`src/include/pwr_pkg.sv`:
```
// Package: constants, modes and carriers for the power-down and wake-up control
package pwr_pkg;
   // Register offsets (registers of the plain register port)
   localparam logic [3:0] ADDR_MODE     = 4'h0;
   localparam logic [3:0] ADDR_CTRL     = 4'h1;
   localparam logic [3:0] ADDR_STATUS   = 4'h2;
   localparam logic [3:0] ADDR_WAKE_EN  = 4'h3;
   localparam logic [3:0] ADDR_STATE    = 4'h4;
   // Mode register fields
   localparam int MODE_IDLE_SEL  = 0;
   localparam int MODE_FAST_WAKE = 1;
   localparam int MODE_HIGH_CLK  = 2;
   localparam int MODE_XTAL_SEL  = 3;
   // Control register fields
   localparam int CTRL_FSYS_KEEP = 0;
   localparam int CTRL_WDT_EN    = 1;
   localparam int CTRL_LVD_EN    = 2;
   // Status register fields
   localparam int STAT_PDF       = 0;
   localparam int STAT_TO        = 1;
   localparam int STAT_HIGH_RDY  = 2;
   localparam int STAT_SLOW_RDY  = 3;
   // Reset values
   localparam logic [7:0] MODE_RST = 8'h04;
   localparam logic [7:0] CTRL_RST = 8'h02;
   // Start-up timer figures, in oscillator cycles
   localparam int XTAL_START_CYC = 128;
   localparam int SLOW_START_CYC = 2;

   typedef enum logic [2:0] {
      ST_RUN,
      ST_SLEEP_ALL_OFF,
      ST_SLEEP_SUBCLOCK_ON,
      ST_IDLE_SUBCLOCK_ONLY,
      ST_IDLE_ALL_CLOCKS_ON,
      ST_WAKE_START
   } pwr_state_t;

   typedef struct packed {
      logic sys_clk_en;
      logic tbase_clk_en;
      logic sub_clk_en;
      logic wdt_src_clk_en;
      logic high_osc_en;
      logic sys_from_low;
   } clk_ctl_t;

   typedef struct packed {
      logic full_reset;
      logic wdt_reset;
      logic irq_service;
      logic resume_next;
   } wake_act_t;
endpackage

```
`src/rtl/startup_counter.sv`:
```
// Start-up cycle counter: counts enabled ticks up to a limit
`timescale 1ns/1ps
`default_nettype none
module startup_counter
   import pwr_pkg::*;
#(
   parameter int WIDTH = 8
)
(
   input  wire logic             ref_clk,
   input  wire logic             srst,
   input  wire logic             clear,
   input  wire logic             tick,
   input  wire logic [WIDTH-1:0] limit,
   output logic                  done
);
   logic [WIDTH-1:0] cnt_r;
   logic [WIDTH-1:0] cnt_nxt;
   logic             done_r;
   logic             done_nxt;

   initial
   begin
      if (WIDTH < 2)
         $error("startup_counter width too small");
   end

   always_comb
   begin
      cnt_nxt  = cnt_r;
      done_nxt = done_r;
      if (clear)
      begin
         cnt_nxt  = '0;
         done_nxt = 1'b0;
      end
      else if (tick && !done_r)
      begin
         cnt_nxt = cnt_r + 1'b1;
         if (cnt_nxt == limit)
            done_nxt = 1'b1;
      end
   end

   always_ff @(posedge ref_clk)
   begin
      if (srst)
      begin
         cnt_r  <= '0;
         done_r <= 1'b0;
      end
      else
      begin
         cnt_r  <= cnt_nxt;
         done_r <= done_nxt;
      end
   end

   assign done = done_r;
endmodule
`default_nettype wire

```
`src/rtl/power_down_wakeup_control.sv`:
```
// Power-down mode selection, wake-up handling and start-up sequencing
`timescale 1ns/1ps
`default_nettype none
module power_down_wakeup_control
   import pwr_pkg::*;
#(
   parameter int PORTA_W = 8,
   parameter int IRQ_W   = 4
)
(
   input  wire logic               ref_clk,
   input  wire logic               srst,
   input  wire logic [3:0]         reg_addr,
   input  wire logic [7:0]         reg_wdata,
   input  wire logic               reg_wr,
   input  wire logic               reg_rd,
   output logic      [7:0]         reg_rdata,
   input  wire logic               halt_exec,
   input  wire logic               clr_wdt_exec,
   input  wire logic               ext_reset_n,
   input  wire logic [PORTA_W-1:0] porta_pin,
   input  wire logic [IRQ_W-1:0]   irq_flag,
   input  wire logic [IRQ_W-1:0]   irq_enable,
   input  wire logic               stack_full,
   input  wire logic               wdt_overflow,
   input  wire logic               xtal_tick,
   input  wire logic               slow_tick,
   output logic                    core_run,
   output logic                    wdt_clear,
   output logic                    wdt_run,
   output var clk_ctl_t            clk_ctl,
   output var wake_act_t           wake_act,
   output logic [IRQ_W-1:0]        irq_pending
);
   logic [7:0] mode_r, mode_nxt;
   logic [7:0] ctrl_r, ctrl_nxt;
   logic [PORTA_W-1:0] wake_en_r, wake_en_nxt;
   logic pdf_r, pdf_nxt;
   logic to_r, to_nxt;
   logic [7:0] rdata_r, rdata_nxt;
   pwr_state_t state_r, state_nxt;
   pwr_state_t prior_r, prior_nxt;
   logic [IRQ_W-1:0] irq_mask_r, irq_mask_nxt;
   logic [IRQ_W-1:0] pend_r, pend_nxt;
   logic [PORTA_W-1:0] pa_s1_r, pa_s2_r, pa_s3_r;
   logic rst_s1_r, rst_s2_r;
   logic wdt_clear_r, wdt_clear_nxt;
   wake_act_t act_r, act_nxt;
   logic high_rdy_r, high_rdy_nxt;
   logic slow_phase_r, slow_phase_nxt;
   logic timer_clear;
   logic timer_tick;
   logic timer_done;
   logic [7:0] timer_limit;
   logic pin_wake, irq_wake, ext_wake, wdt_wake, any_wake;
   logic asleep;
   logic wdt_on, lvd_on;

   initial
   begin
      if (PORTA_W < 1 || PORTA_W > 8 || IRQ_W < 1 || IRQ_W > 8)
         $error("power_down_wakeup_control width out of range");
   end

   assign wdt_on = ctrl_r[CTRL_WDT_EN];
   assign lvd_on = ctrl_r[CTRL_LVD_EN];
   assign asleep = (state_r != ST_RUN) && (state_r != ST_WAKE_START);

   // Pin and external reset synchronisers; the pins pass through three stages, the external reset through two
   always_ff @(posedge ref_clk)
   begin
      if (srst)
      begin
         pa_s1_r  <= '1;
         pa_s2_r  <= '1;
         pa_s3_r  <= '1;
         rst_s1_r <= 1'b1;
         rst_s2_r <= 1'b1;
      end
      else
      begin
         pa_s1_r  <= porta_pin;
         pa_s2_r  <= pa_s1_r;
         pa_s3_r  <= pa_s2_r;
         rst_s1_r <= ext_reset_n;
         rst_s2_r <= rst_s1_r;
      end
   end

   assign pin_wake = |(pa_s3_r & ~pa_s2_r & wake_en_r);
   assign irq_wake = |(irq_flag & ~irq_mask_r);
   assign ext_wake = ~rst_s2_r;
   assign wdt_wake = wdt_overflow & wdt_on;
   assign any_wake = pin_wake | irq_wake | ext_wake | wdt_wake;

   // Shared timer: fast oscillator first, then slow one
   assign timer_limit = slow_phase_r ? 8'(SLOW_START_CYC) : 8'(XTAL_START_CYC);
   assign timer_tick  = slow_phase_r ? slow_tick : xtal_tick;
   assign timer_clear = (halt_exec && state_r == ST_RUN) || (timer_done && !slow_phase_r);

   startup_counter #(.WIDTH(8)) u_timer
   (
      .ref_clk (ref_clk),
      .srst    (srst),
      .clear   (timer_clear),
      .tick    (timer_tick && !asleep && (!high_rdy_r || slow_phase_r)),
      .limit   (timer_limit),
      .done    (timer_done)
   );

   always_comb
   begin
      mode_nxt       = mode_r;
      ctrl_nxt       = ctrl_r;
      wake_en_nxt    = wake_en_r;
      pdf_nxt        = pdf_r;
      to_nxt         = to_r;
      state_nxt      = state_r;
      prior_nxt      = prior_r;
      irq_mask_nxt   = irq_mask_r;
      pend_nxt       = pend_r & irq_flag;
      wdt_clear_nxt  = 1'b0;
      act_nxt        = '0;
      high_rdy_nxt   = high_rdy_r;
      slow_phase_nxt = slow_phase_r;
      rdata_nxt      = 8'h00;
      // Registers are frozen while asleep, so writes land only in the run and wake-start states
      // state retained
      if (reg_wr && !asleep)
      begin
         case (reg_addr)
            ADDR_MODE:    mode_nxt    = reg_wdata;
            ADDR_CTRL:    ctrl_nxt    = reg_wdata;
            ADDR_WAKE_EN: wake_en_nxt = reg_wdata[PORTA_W-1:0];
            default:      ;
         endcase
      end
      if (reg_rd)
      begin
         case (reg_addr)
            ADDR_MODE:    rdata_nxt = mode_r;
            ADDR_CTRL:    rdata_nxt = ctrl_r;
            ADDR_STATUS:  rdata_nxt = {4'h0, ~slow_phase_r & high_rdy_r,
                                       high_rdy_r, to_r, pdf_r};
            ADDR_WAKE_EN: rdata_nxt = 8'(wake_en_r);
            ADDR_STATE:   rdata_nxt = 8'(state_r);
            default:      rdata_nxt = 8'h00;
         endcase
      end
      if (clr_wdt_exec && state_r == ST_RUN)
      begin
         pdf_nxt       = 1'b0;
         to_nxt        = 1'b0;
         wdt_clear_nxt = 1'b1;
      end
      // timer runs on after wake, slow after fast
      if (timer_done && !slow_phase_r && !high_rdy_r)
      begin
         high_rdy_nxt   = 1'b1;
         slow_phase_nxt = (prior_r == ST_SLEEP_ALL_OFF) && wdt_on;
      end
      else if (timer_done && slow_phase_r)
         slow_phase_nxt = 1'b0;
      case (state_r)
         ST_RUN:
         begin
            if (halt_exec)
            begin
               pdf_nxt       = 1'b1;
               to_nxt        = 1'b0;
               wdt_clear_nxt = 1'b1;
               irq_mask_nxt  = irq_flag;
               prior_nxt     = ST_RUN;
               if (mode_r[MODE_IDLE_SEL])
                  state_nxt = ctrl_r[CTRL_FSYS_KEEP] ? ST_IDLE_ALL_CLOCKS_ON
                                                     : ST_IDLE_SUBCLOCK_ONLY;
               else if (wdt_on || lvd_on)
                  state_nxt = ST_SLEEP_SUBCLOCK_ON;
               else
                  state_nxt = ST_SLEEP_ALL_OFF;
            end
         end
         ST_SLEEP_ALL_OFF, ST_SLEEP_SUBCLOCK_ON,
         ST_IDLE_SUBCLOCK_ONLY, ST_IDLE_ALL_CLOCKS_ON:
         begin
            prior_nxt = state_r;
            if (any_wake)
            begin
               if (ext_wake)
               begin
                  act_nxt.full_reset = 1'b1;
                  pdf_nxt            = 1'b0;
                  to_nxt             = 1'b0;
               end
               else if (wdt_wake)
               begin
                  act_nxt.wdt_reset = 1'b1;
                  to_nxt            = 1'b1;
               end
               else if (irq_wake)
               begin
                  if (|(irq_flag & ~irq_mask_r & irq_enable) && !stack_full)
                     act_nxt.irq_service = 1'b1;
                  else
                  begin
                     act_nxt.resume_next = 1'b1;
                     pend_nxt = pend_r | (irq_flag & ~irq_mask_r);
                  end
               end
               else
                  act_nxt.resume_next = 1'b1;
               if (state_r == ST_SLEEP_ALL_OFF ||
                   (state_r == ST_SLEEP_SUBCLOCK_ON && !mode_r[MODE_FAST_WAKE]))
               begin
                  high_rdy_nxt   = 1'b0;
                  slow_phase_nxt = 1'b0;
               end
               else if (state_r == ST_SLEEP_SUBCLOCK_ON || state_r == ST_IDLE_SUBCLOCK_ONLY)
                  high_rdy_nxt = !(mode_r[MODE_FAST_WAKE] && mode_r[MODE_XTAL_SEL]);
               state_nxt = ST_WAKE_START;
            end
         end
         ST_WAKE_START:
         begin
            // run when ready or on sub clock
            if (high_rdy_r || prior_r != ST_SLEEP_ALL_OFF)
               state_nxt = ST_RUN;
         end
         default: state_nxt = ST_RUN;
      endcase
   end

   always_ff @(posedge ref_clk)
   begin
      if (srst)
      begin
         mode_r       <= MODE_RST;
         ctrl_r       <= CTRL_RST;
         wake_en_r    <= '0;
         pdf_r        <= 1'b0;
         to_r         <= 1'b0;
         state_r      <= ST_RUN;
         prior_r      <= ST_RUN;
         irq_mask_r   <= '0;
         pend_r       <= '0;
         wdt_clear_r  <= 1'b0;
         act_r        <= '0;
         high_rdy_r   <= 1'b1;
         slow_phase_r <= 1'b0;
         rdata_r      <= 8'h00;
      end
      else
      begin
         mode_r       <= mode_nxt;
         ctrl_r       <= ctrl_nxt;
         wake_en_r    <= wake_en_nxt;
         pdf_r        <= pdf_nxt;
         to_r         <= to_nxt;
         state_r      <= state_nxt;
         prior_r      <= prior_nxt;
         irq_mask_r   <= irq_mask_nxt;
         pend_r       <= pend_nxt;
         wdt_clear_r  <= wdt_clear_nxt;
         act_r        <= act_nxt;
         high_rdy_r   <= high_rdy_nxt;
         slow_phase_r <= slow_phase_nxt;
         rdata_r      <= rdata_nxt;
      end
   end

   // Clock gating follows the current state
   always_comb
   begin
      clk_ctl = '0;
      clk_ctl.sub_clk_en     = wdt_on || lvd_on;
      clk_ctl.wdt_src_clk_en = wdt_on;
      clk_ctl.sys_from_low   = !mode_r[MODE_HIGH_CLK] || !high_rdy_r;
      clk_ctl.high_osc_en    = mode_r[MODE_HIGH_CLK];
      case (state_r)
         ST_RUN:
         begin
            clk_ctl.sys_clk_en   = 1'b1;
            clk_ctl.tbase_clk_en = 1'b1;
         end
         ST_SLEEP_ALL_OFF:
         begin
            clk_ctl.sub_clk_en     = 1'b0;
            clk_ctl.wdt_src_clk_en = 1'b0;
            clk_ctl.high_osc_en    = 1'b0;
         end
         ST_SLEEP_SUBCLOCK_ON: clk_ctl.high_osc_en = 1'b0;
         ST_IDLE_SUBCLOCK_ONLY:
         begin
            clk_ctl.tbase_clk_en = 1'b1;
            clk_ctl.sub_clk_en   = 1'b1;
            clk_ctl.high_osc_en  = 1'b0;
         end
         ST_IDLE_ALL_CLOCKS_ON:
         begin
            clk_ctl.sys_clk_en   = 1'b1;
            clk_ctl.tbase_clk_en = 1'b1;
            clk_ctl.sub_clk_en   = 1'b1;
         end
         ST_WAKE_START:
         begin
            clk_ctl.sys_clk_en   = 1'b1;
            clk_ctl.tbase_clk_en = 1'b1;
            clk_ctl.high_osc_en  = 1'b1;
         end
         default: clk_ctl.sys_clk_en = 1'b1;
      endcase
   end

   assign core_run    = (state_r == ST_RUN);
   assign wdt_clear   = wdt_clear_r;
   assign wdt_run     = wdt_on && state_r != ST_SLEEP_ALL_OFF;
   assign wake_act    = act_r;
   assign irq_pending = pend_r;
   assign reg_rdata   = rdata_r;
endmodule
`default_nettype wire

```
`config.mk`:
```
export PLATFORM = sky130hd
export DESIGN_NAME = power_down_wakeup_control
export DESIGN_NICKNAME = d
export VERILOG_FILES = /design/src/include/pwr_pkg.sv /design/src/rtl/startup_counter.sv /design/src/rtl/power_down_wakeup_control.sv
export SDC_FILE = /design/constraint.sdc
export NUM_CORES = 1
export LEC_CHECK = 0
export BUFFER_PORTS_ARGS = -buffer_cell sky130_fd_sc_hd__buf_2
export CAP_MARGIN = 20
export CORE_MARGIN = 3
export CORE_UTILIZATION = 60
export DETAILED_ROUTE_END_ITERATION = 8
export GPL_ROUTABILITY_DRIVEN = 0
export GPL_TIMING_DRIVEN = 0
export HOLD_SLACK_MARGIN = 0.08
export PLACE_DENSITY_LB_ADDON = 0.15
export SYNTH_ARGS = -nofsm -noshare
export SYNTH_HDL_FRONTEND = slang
export SYNTH_HIERARCHICAL = 1
export SYNTH_SLANG_ARGS = --single-unit
```
`constraint.sdc`:
```
create_clock -name ref_clk -period 4.2 [get_ports ref_clk]
set_input_delay 0.21 -clock ref_clk [delete_from_list [all_inputs] [get_ports ref_clk]]
set_output_delay 0.21 -clock ref_clk [all_outputs]
set_load 0.005 [all_outputs]
```
==> qor.tcl <==
set qor(critical_path_startpoint_category) {register}
set qor(finalHoldViolCount) 0
set qor(vdd_ir_drop_max_mv) 0.3649
set qor(final_critical_path_share_of_the_clock_period_pct) 72.72
set qor(seqCellArea_um2) 1802
set qor(largest_net_degree_at_the_start_of_global_routing) 19
set qor(min_period_ns) 3.054
set qor(critical_path.max_fanout) 9
set qor(library_cell_contributing_the_largest_single_delay_on_the_critical_path) {clkbuf_1}
set qor(outcome) {finished clean}
set qor(synth-simple-area-share_pct) 24.63
set qor(post-route-drc-count) 0
set qor(synth_cells) 423
set qor(fraction_of_final_layout_cells_with_drive_strength_greater_than_1_pct) 23.61
set qor(synthesis.area_per_instance_um2) 9.317
set qor(worstSetupPathType) {register to register}
set qor(timing.final.setup_violations) 0
set qor(cts_tree) {built}
set qor(worstPathRequired_ns) 4.48
set qor(cts.repair.resized) 0
set qor(ios) 64
set qor(floorplan.die.width_um) 87.05
set qor(crit_path_end_kind) {register}
set qor(drt_first_pass_iters) 4
set qor(vias_per_cell) 5.659
set qor(r2r_end) {u_timer/done}
set qor(hold_path.class) {primary input to register}
set qor(buffers_inserted_by_post_cts_timing_repair) 0
set qor(clock_tree_sinks) 90
set qor(critical_path_cell_by_cell) {clkbuf_1, or3_1, clkinv_1, and2_1, buf_2, or2_2, or2_1, buf_2, nor4_1, nand3_1, a211oi_2}
set qor(regToRegStartpoint) {state_r[0]}
set qor(synth_adder_area_share_pct) 0.3175
set qor(antennaDiodeCount) 0
set qor(die_area_um2) 7578
set qor(dp_hpwl_um) 6502
set qor(timing.clock.skew_ns) 0.01372
set qor(syn-cell-area_um2) 3941
set qor(pwr_density_cell_nw_per_um2) 482.3
set qor(fp.dieH_um) 87.05
set qor(power.static_leakage_nw) 1.868
set qor(track_usage_pct) 25.49
set qor(design.final.nets) 556
set qor(grt_antenna_before_repair) 0
set qor(yosys-mux-area-fraction_pct) 10.60
set qor(fraction_of_the_mapped_netlist_area_in_compound_gates_pct) 11.43
set qor(ctsLongestPathBuffers) 2
set qor(synth_seq_cells) 90
set qor(core_area_um2) 6131
set qor(totalWireLength_um) 9068
set qor(post_drt_wl_per_cell_um) 15.21
set qor(iteration_0_drc_count_of_the_detailed_router) 209
set qor(timing_worst_slew_pin_value_ns) 0.8153
set qor(fin_util_pct) 76.51
set qor(multi_input_comb_area_um2) 2046
set qor(synthDistinctLibCells) 64
set qor(clockRootBuffer) {clkbuf_8}
set qor(yosysWarningCount) 6
set qor(rows) 28
set qor(drtAntennaViolNets) 0
set qor(relSlewSlack_pct) 45.24
set qor(grt_pass1_vias) 3239
set qor(htree_depth) 3
set qor(worst-endpoint-arrival_ns) 3.33
set qor(gr-total-overflow) 0
set qor(num-fill-cells) 463
set qor(crit_path_max_incr_delay_ns) 0.32
set qor(cts-buffers-inserted) 9
set qor(holdBufCountCts) 9
set qor(rsz_0062_raised_after_global_routing) {no}
set qor(post_synth_xor_area_fraction_pct) 3.778
set qor(fin_cells) 596
set qor(timing.fmax_ghz) 0.3274
set qor(portBuffers) 61
set qor(synth-async-reset-ratio_pct) 0
set qor(vias) 3373
set qor(synth_top_family_by_area) {simple AND/OR/NAND/NOR gates}
set qor(worst_path_most_repeated_cell) {buf_2}
set qor(post-place-cells) 570
set qor(final.setup.tns_ns) 0
set qor(start_util_pct) 64.29
set qor(synth_edf_count) 0
set qor(critical_path.endpoint) {u_timer/done}
set qor(holdWs_ns) 0.1057
set qor(cp-startpoint) {state_r[0]}
set qor(slew_viol_final) 0
set qor(synth_flop_cell) {dfxtp_1}
set qor(reg2reg_slack_ns) 1.15
set qor(max-cap-violations) 0
set qor(synth_seq_area_share_pct) 45.71
set qor(cts.reportedPaths.clkPinSlew_ns) 0.09
set qor(worstRegToRegCells) 11
set qor(first_pass_grt_wire_length_um) 15070
set qor(worstSkewPairLatency_ns) 0.36
set qor(area_growth_pct) 19.02
-- state kept, by name (all words and copies together), names as in the netlist, 3 cells and up --
signal         cells
state_r            3
u_timer/cnt_r      8
wake_en_r          8
pa_s3_r            8
pa_s2_r            8
reg_rdata          8
prior_r            3
pa_s1_r            8
irq_pending        4
mode_r             8
irq_mask_r         4
wake_act           4
ctrl_r             8
-- layout make-up --
cell class / count / share of cell area [%]
flip-flops and latches: 90 / 38.41
clock inverters: 7 / 1.921
multi-input cells: 311 / 43.61
clock buffers: 9 / 2.641
plain buffers: 23 / 2.081
well taps: 75 / 2.001
inverters: 10 / 0.8002
repair buffers: 71 / 8.536
-- synth_stat cells (all sizes together), types with 4 or more instances --
cell type | instances | area, um^2
clkbuf | 14 | 52.55
xor2 | 7 | 61.31
nor4 | 5 | 61.31
buf | 9 | 45.05
nor3 | 10 | 50.05
or3 | 4 | 26.28
inv | 9 | 33.78
a211oi | 4 | 35.03
a31oi | 8 | 50.05
o32ai | 4 | 35.03
mux2i | 35 | 350.3
nand3 | 8 | 45.04
dfxtp | 90 | 1802
nand2b | 5 | 31.28
o21ai | 9 | 45.04
nor3b | 4 | 30.03
a21oi | 11 | 55.05
xnor2 | 10 | 87.58
nor2b | 4 | 25.02
nand3b | 11 | 82.58
nor2 | 64 | 240.2
or2 | 29 | 181.4
nand2 | 22 | 82.58
-- how the worst min path moves through the flow --
stage | startpoint | end | slack (ns) | cells past startpoint
4_1_cts | irq_flag[3] | irq_pending[3] | 0.1 | 2
2_1_floorplan | porta_pin[0] | pa_s1_r[0] | 0.31 | 1
3_3_place_gp | porta_pin[4] | pa_s1_r[4] | 0.39 | 2
3_5_place_dp | porta_pin[7] | pa_s1_r[7] | 0.39 | 2
5_1_grt | irq_flag[3] | irq_pending[3] | 0.1 | 2
6_report | irq_flag[3] | irq_pending[3] | 0.11 | 2
-- placed cells by master (no fill, tap or decap), types with 3 or more instances in the layout --
cell           count
a31oi_1            8
a21oi_1           11
nor2b_1            4
nor4_1             3
nor3b_1            4
and2b_1            3
inv_1              9
o32ai_1            4
nor3_1            10
buf_2             67
xor2_1             7
nor2_1            64
clkbuf_8           9
or2_2             27
xnor2_1           10
nand3b_1          11
nand3_1            7
a21o_1             3
or3_1              3
nand2b_1           5
nand2_1           22
mux2i_1           35
conb_1            12
clkbuf_1          14
a211oi_1           3
dlygate4sd3_1      9
inv_6              4
dfxtp_1           90
mux4_2             3
o21ai_0            9
-- power by group --
part           internal, mW  leakage, nW  switching (mW)  total (mW)
clock                 0.289        0.108           0.333       0.622
combinational         0.277         1.03           0.391       0.668
sequential            0.926        0.734          0.0467       0.972
-- per-stage QoR --
step                      worst slack [ns]  total power, mW  area, um^2
after floorplan                      1.658            1.435        3983
after global placement               1.294            1.624        4382
after detailed placement             1.274            1.638        4382
after CTS                            1.166            2.268        4686
after global routing                0.8869            2.389        4691
final                                1.146            2.262        4691
-- cells by family after synthesis --
| logic type | count (synthesis) |
|---|---|
| compound gates | 63 |
| xor+xnor | 17 |
| fa+ha+maj | 1 |
| buf+inv | 33 |
| flops | 90 |
| mux | 38 |
| other cells | 1 |
| simple gates | 180 |
-- metal layers --
metal / wire length, um / global-route usage (%) / vias to the layer above / share of wire (%)
li1: - / - / 1649 / -
met1: 3837 / 31.40 / 1586 / 42
met2: 4387 / 43.55 / 121 / 48
met3: 673 / 5.014 / 17 / 7.4
met4: 170 / 10.20 / 0 / 1.9
met5: 0 / 0 / - / 0
-- worst max-delay path, delay by kind of cell, from the launching register on --
family          cells  cell delay (ns)
compound gates      1             0.22
buf+inv             4             0.95
flops               1             0.31
simple gates        6             1.47
(Power assumes the default switching activity.)
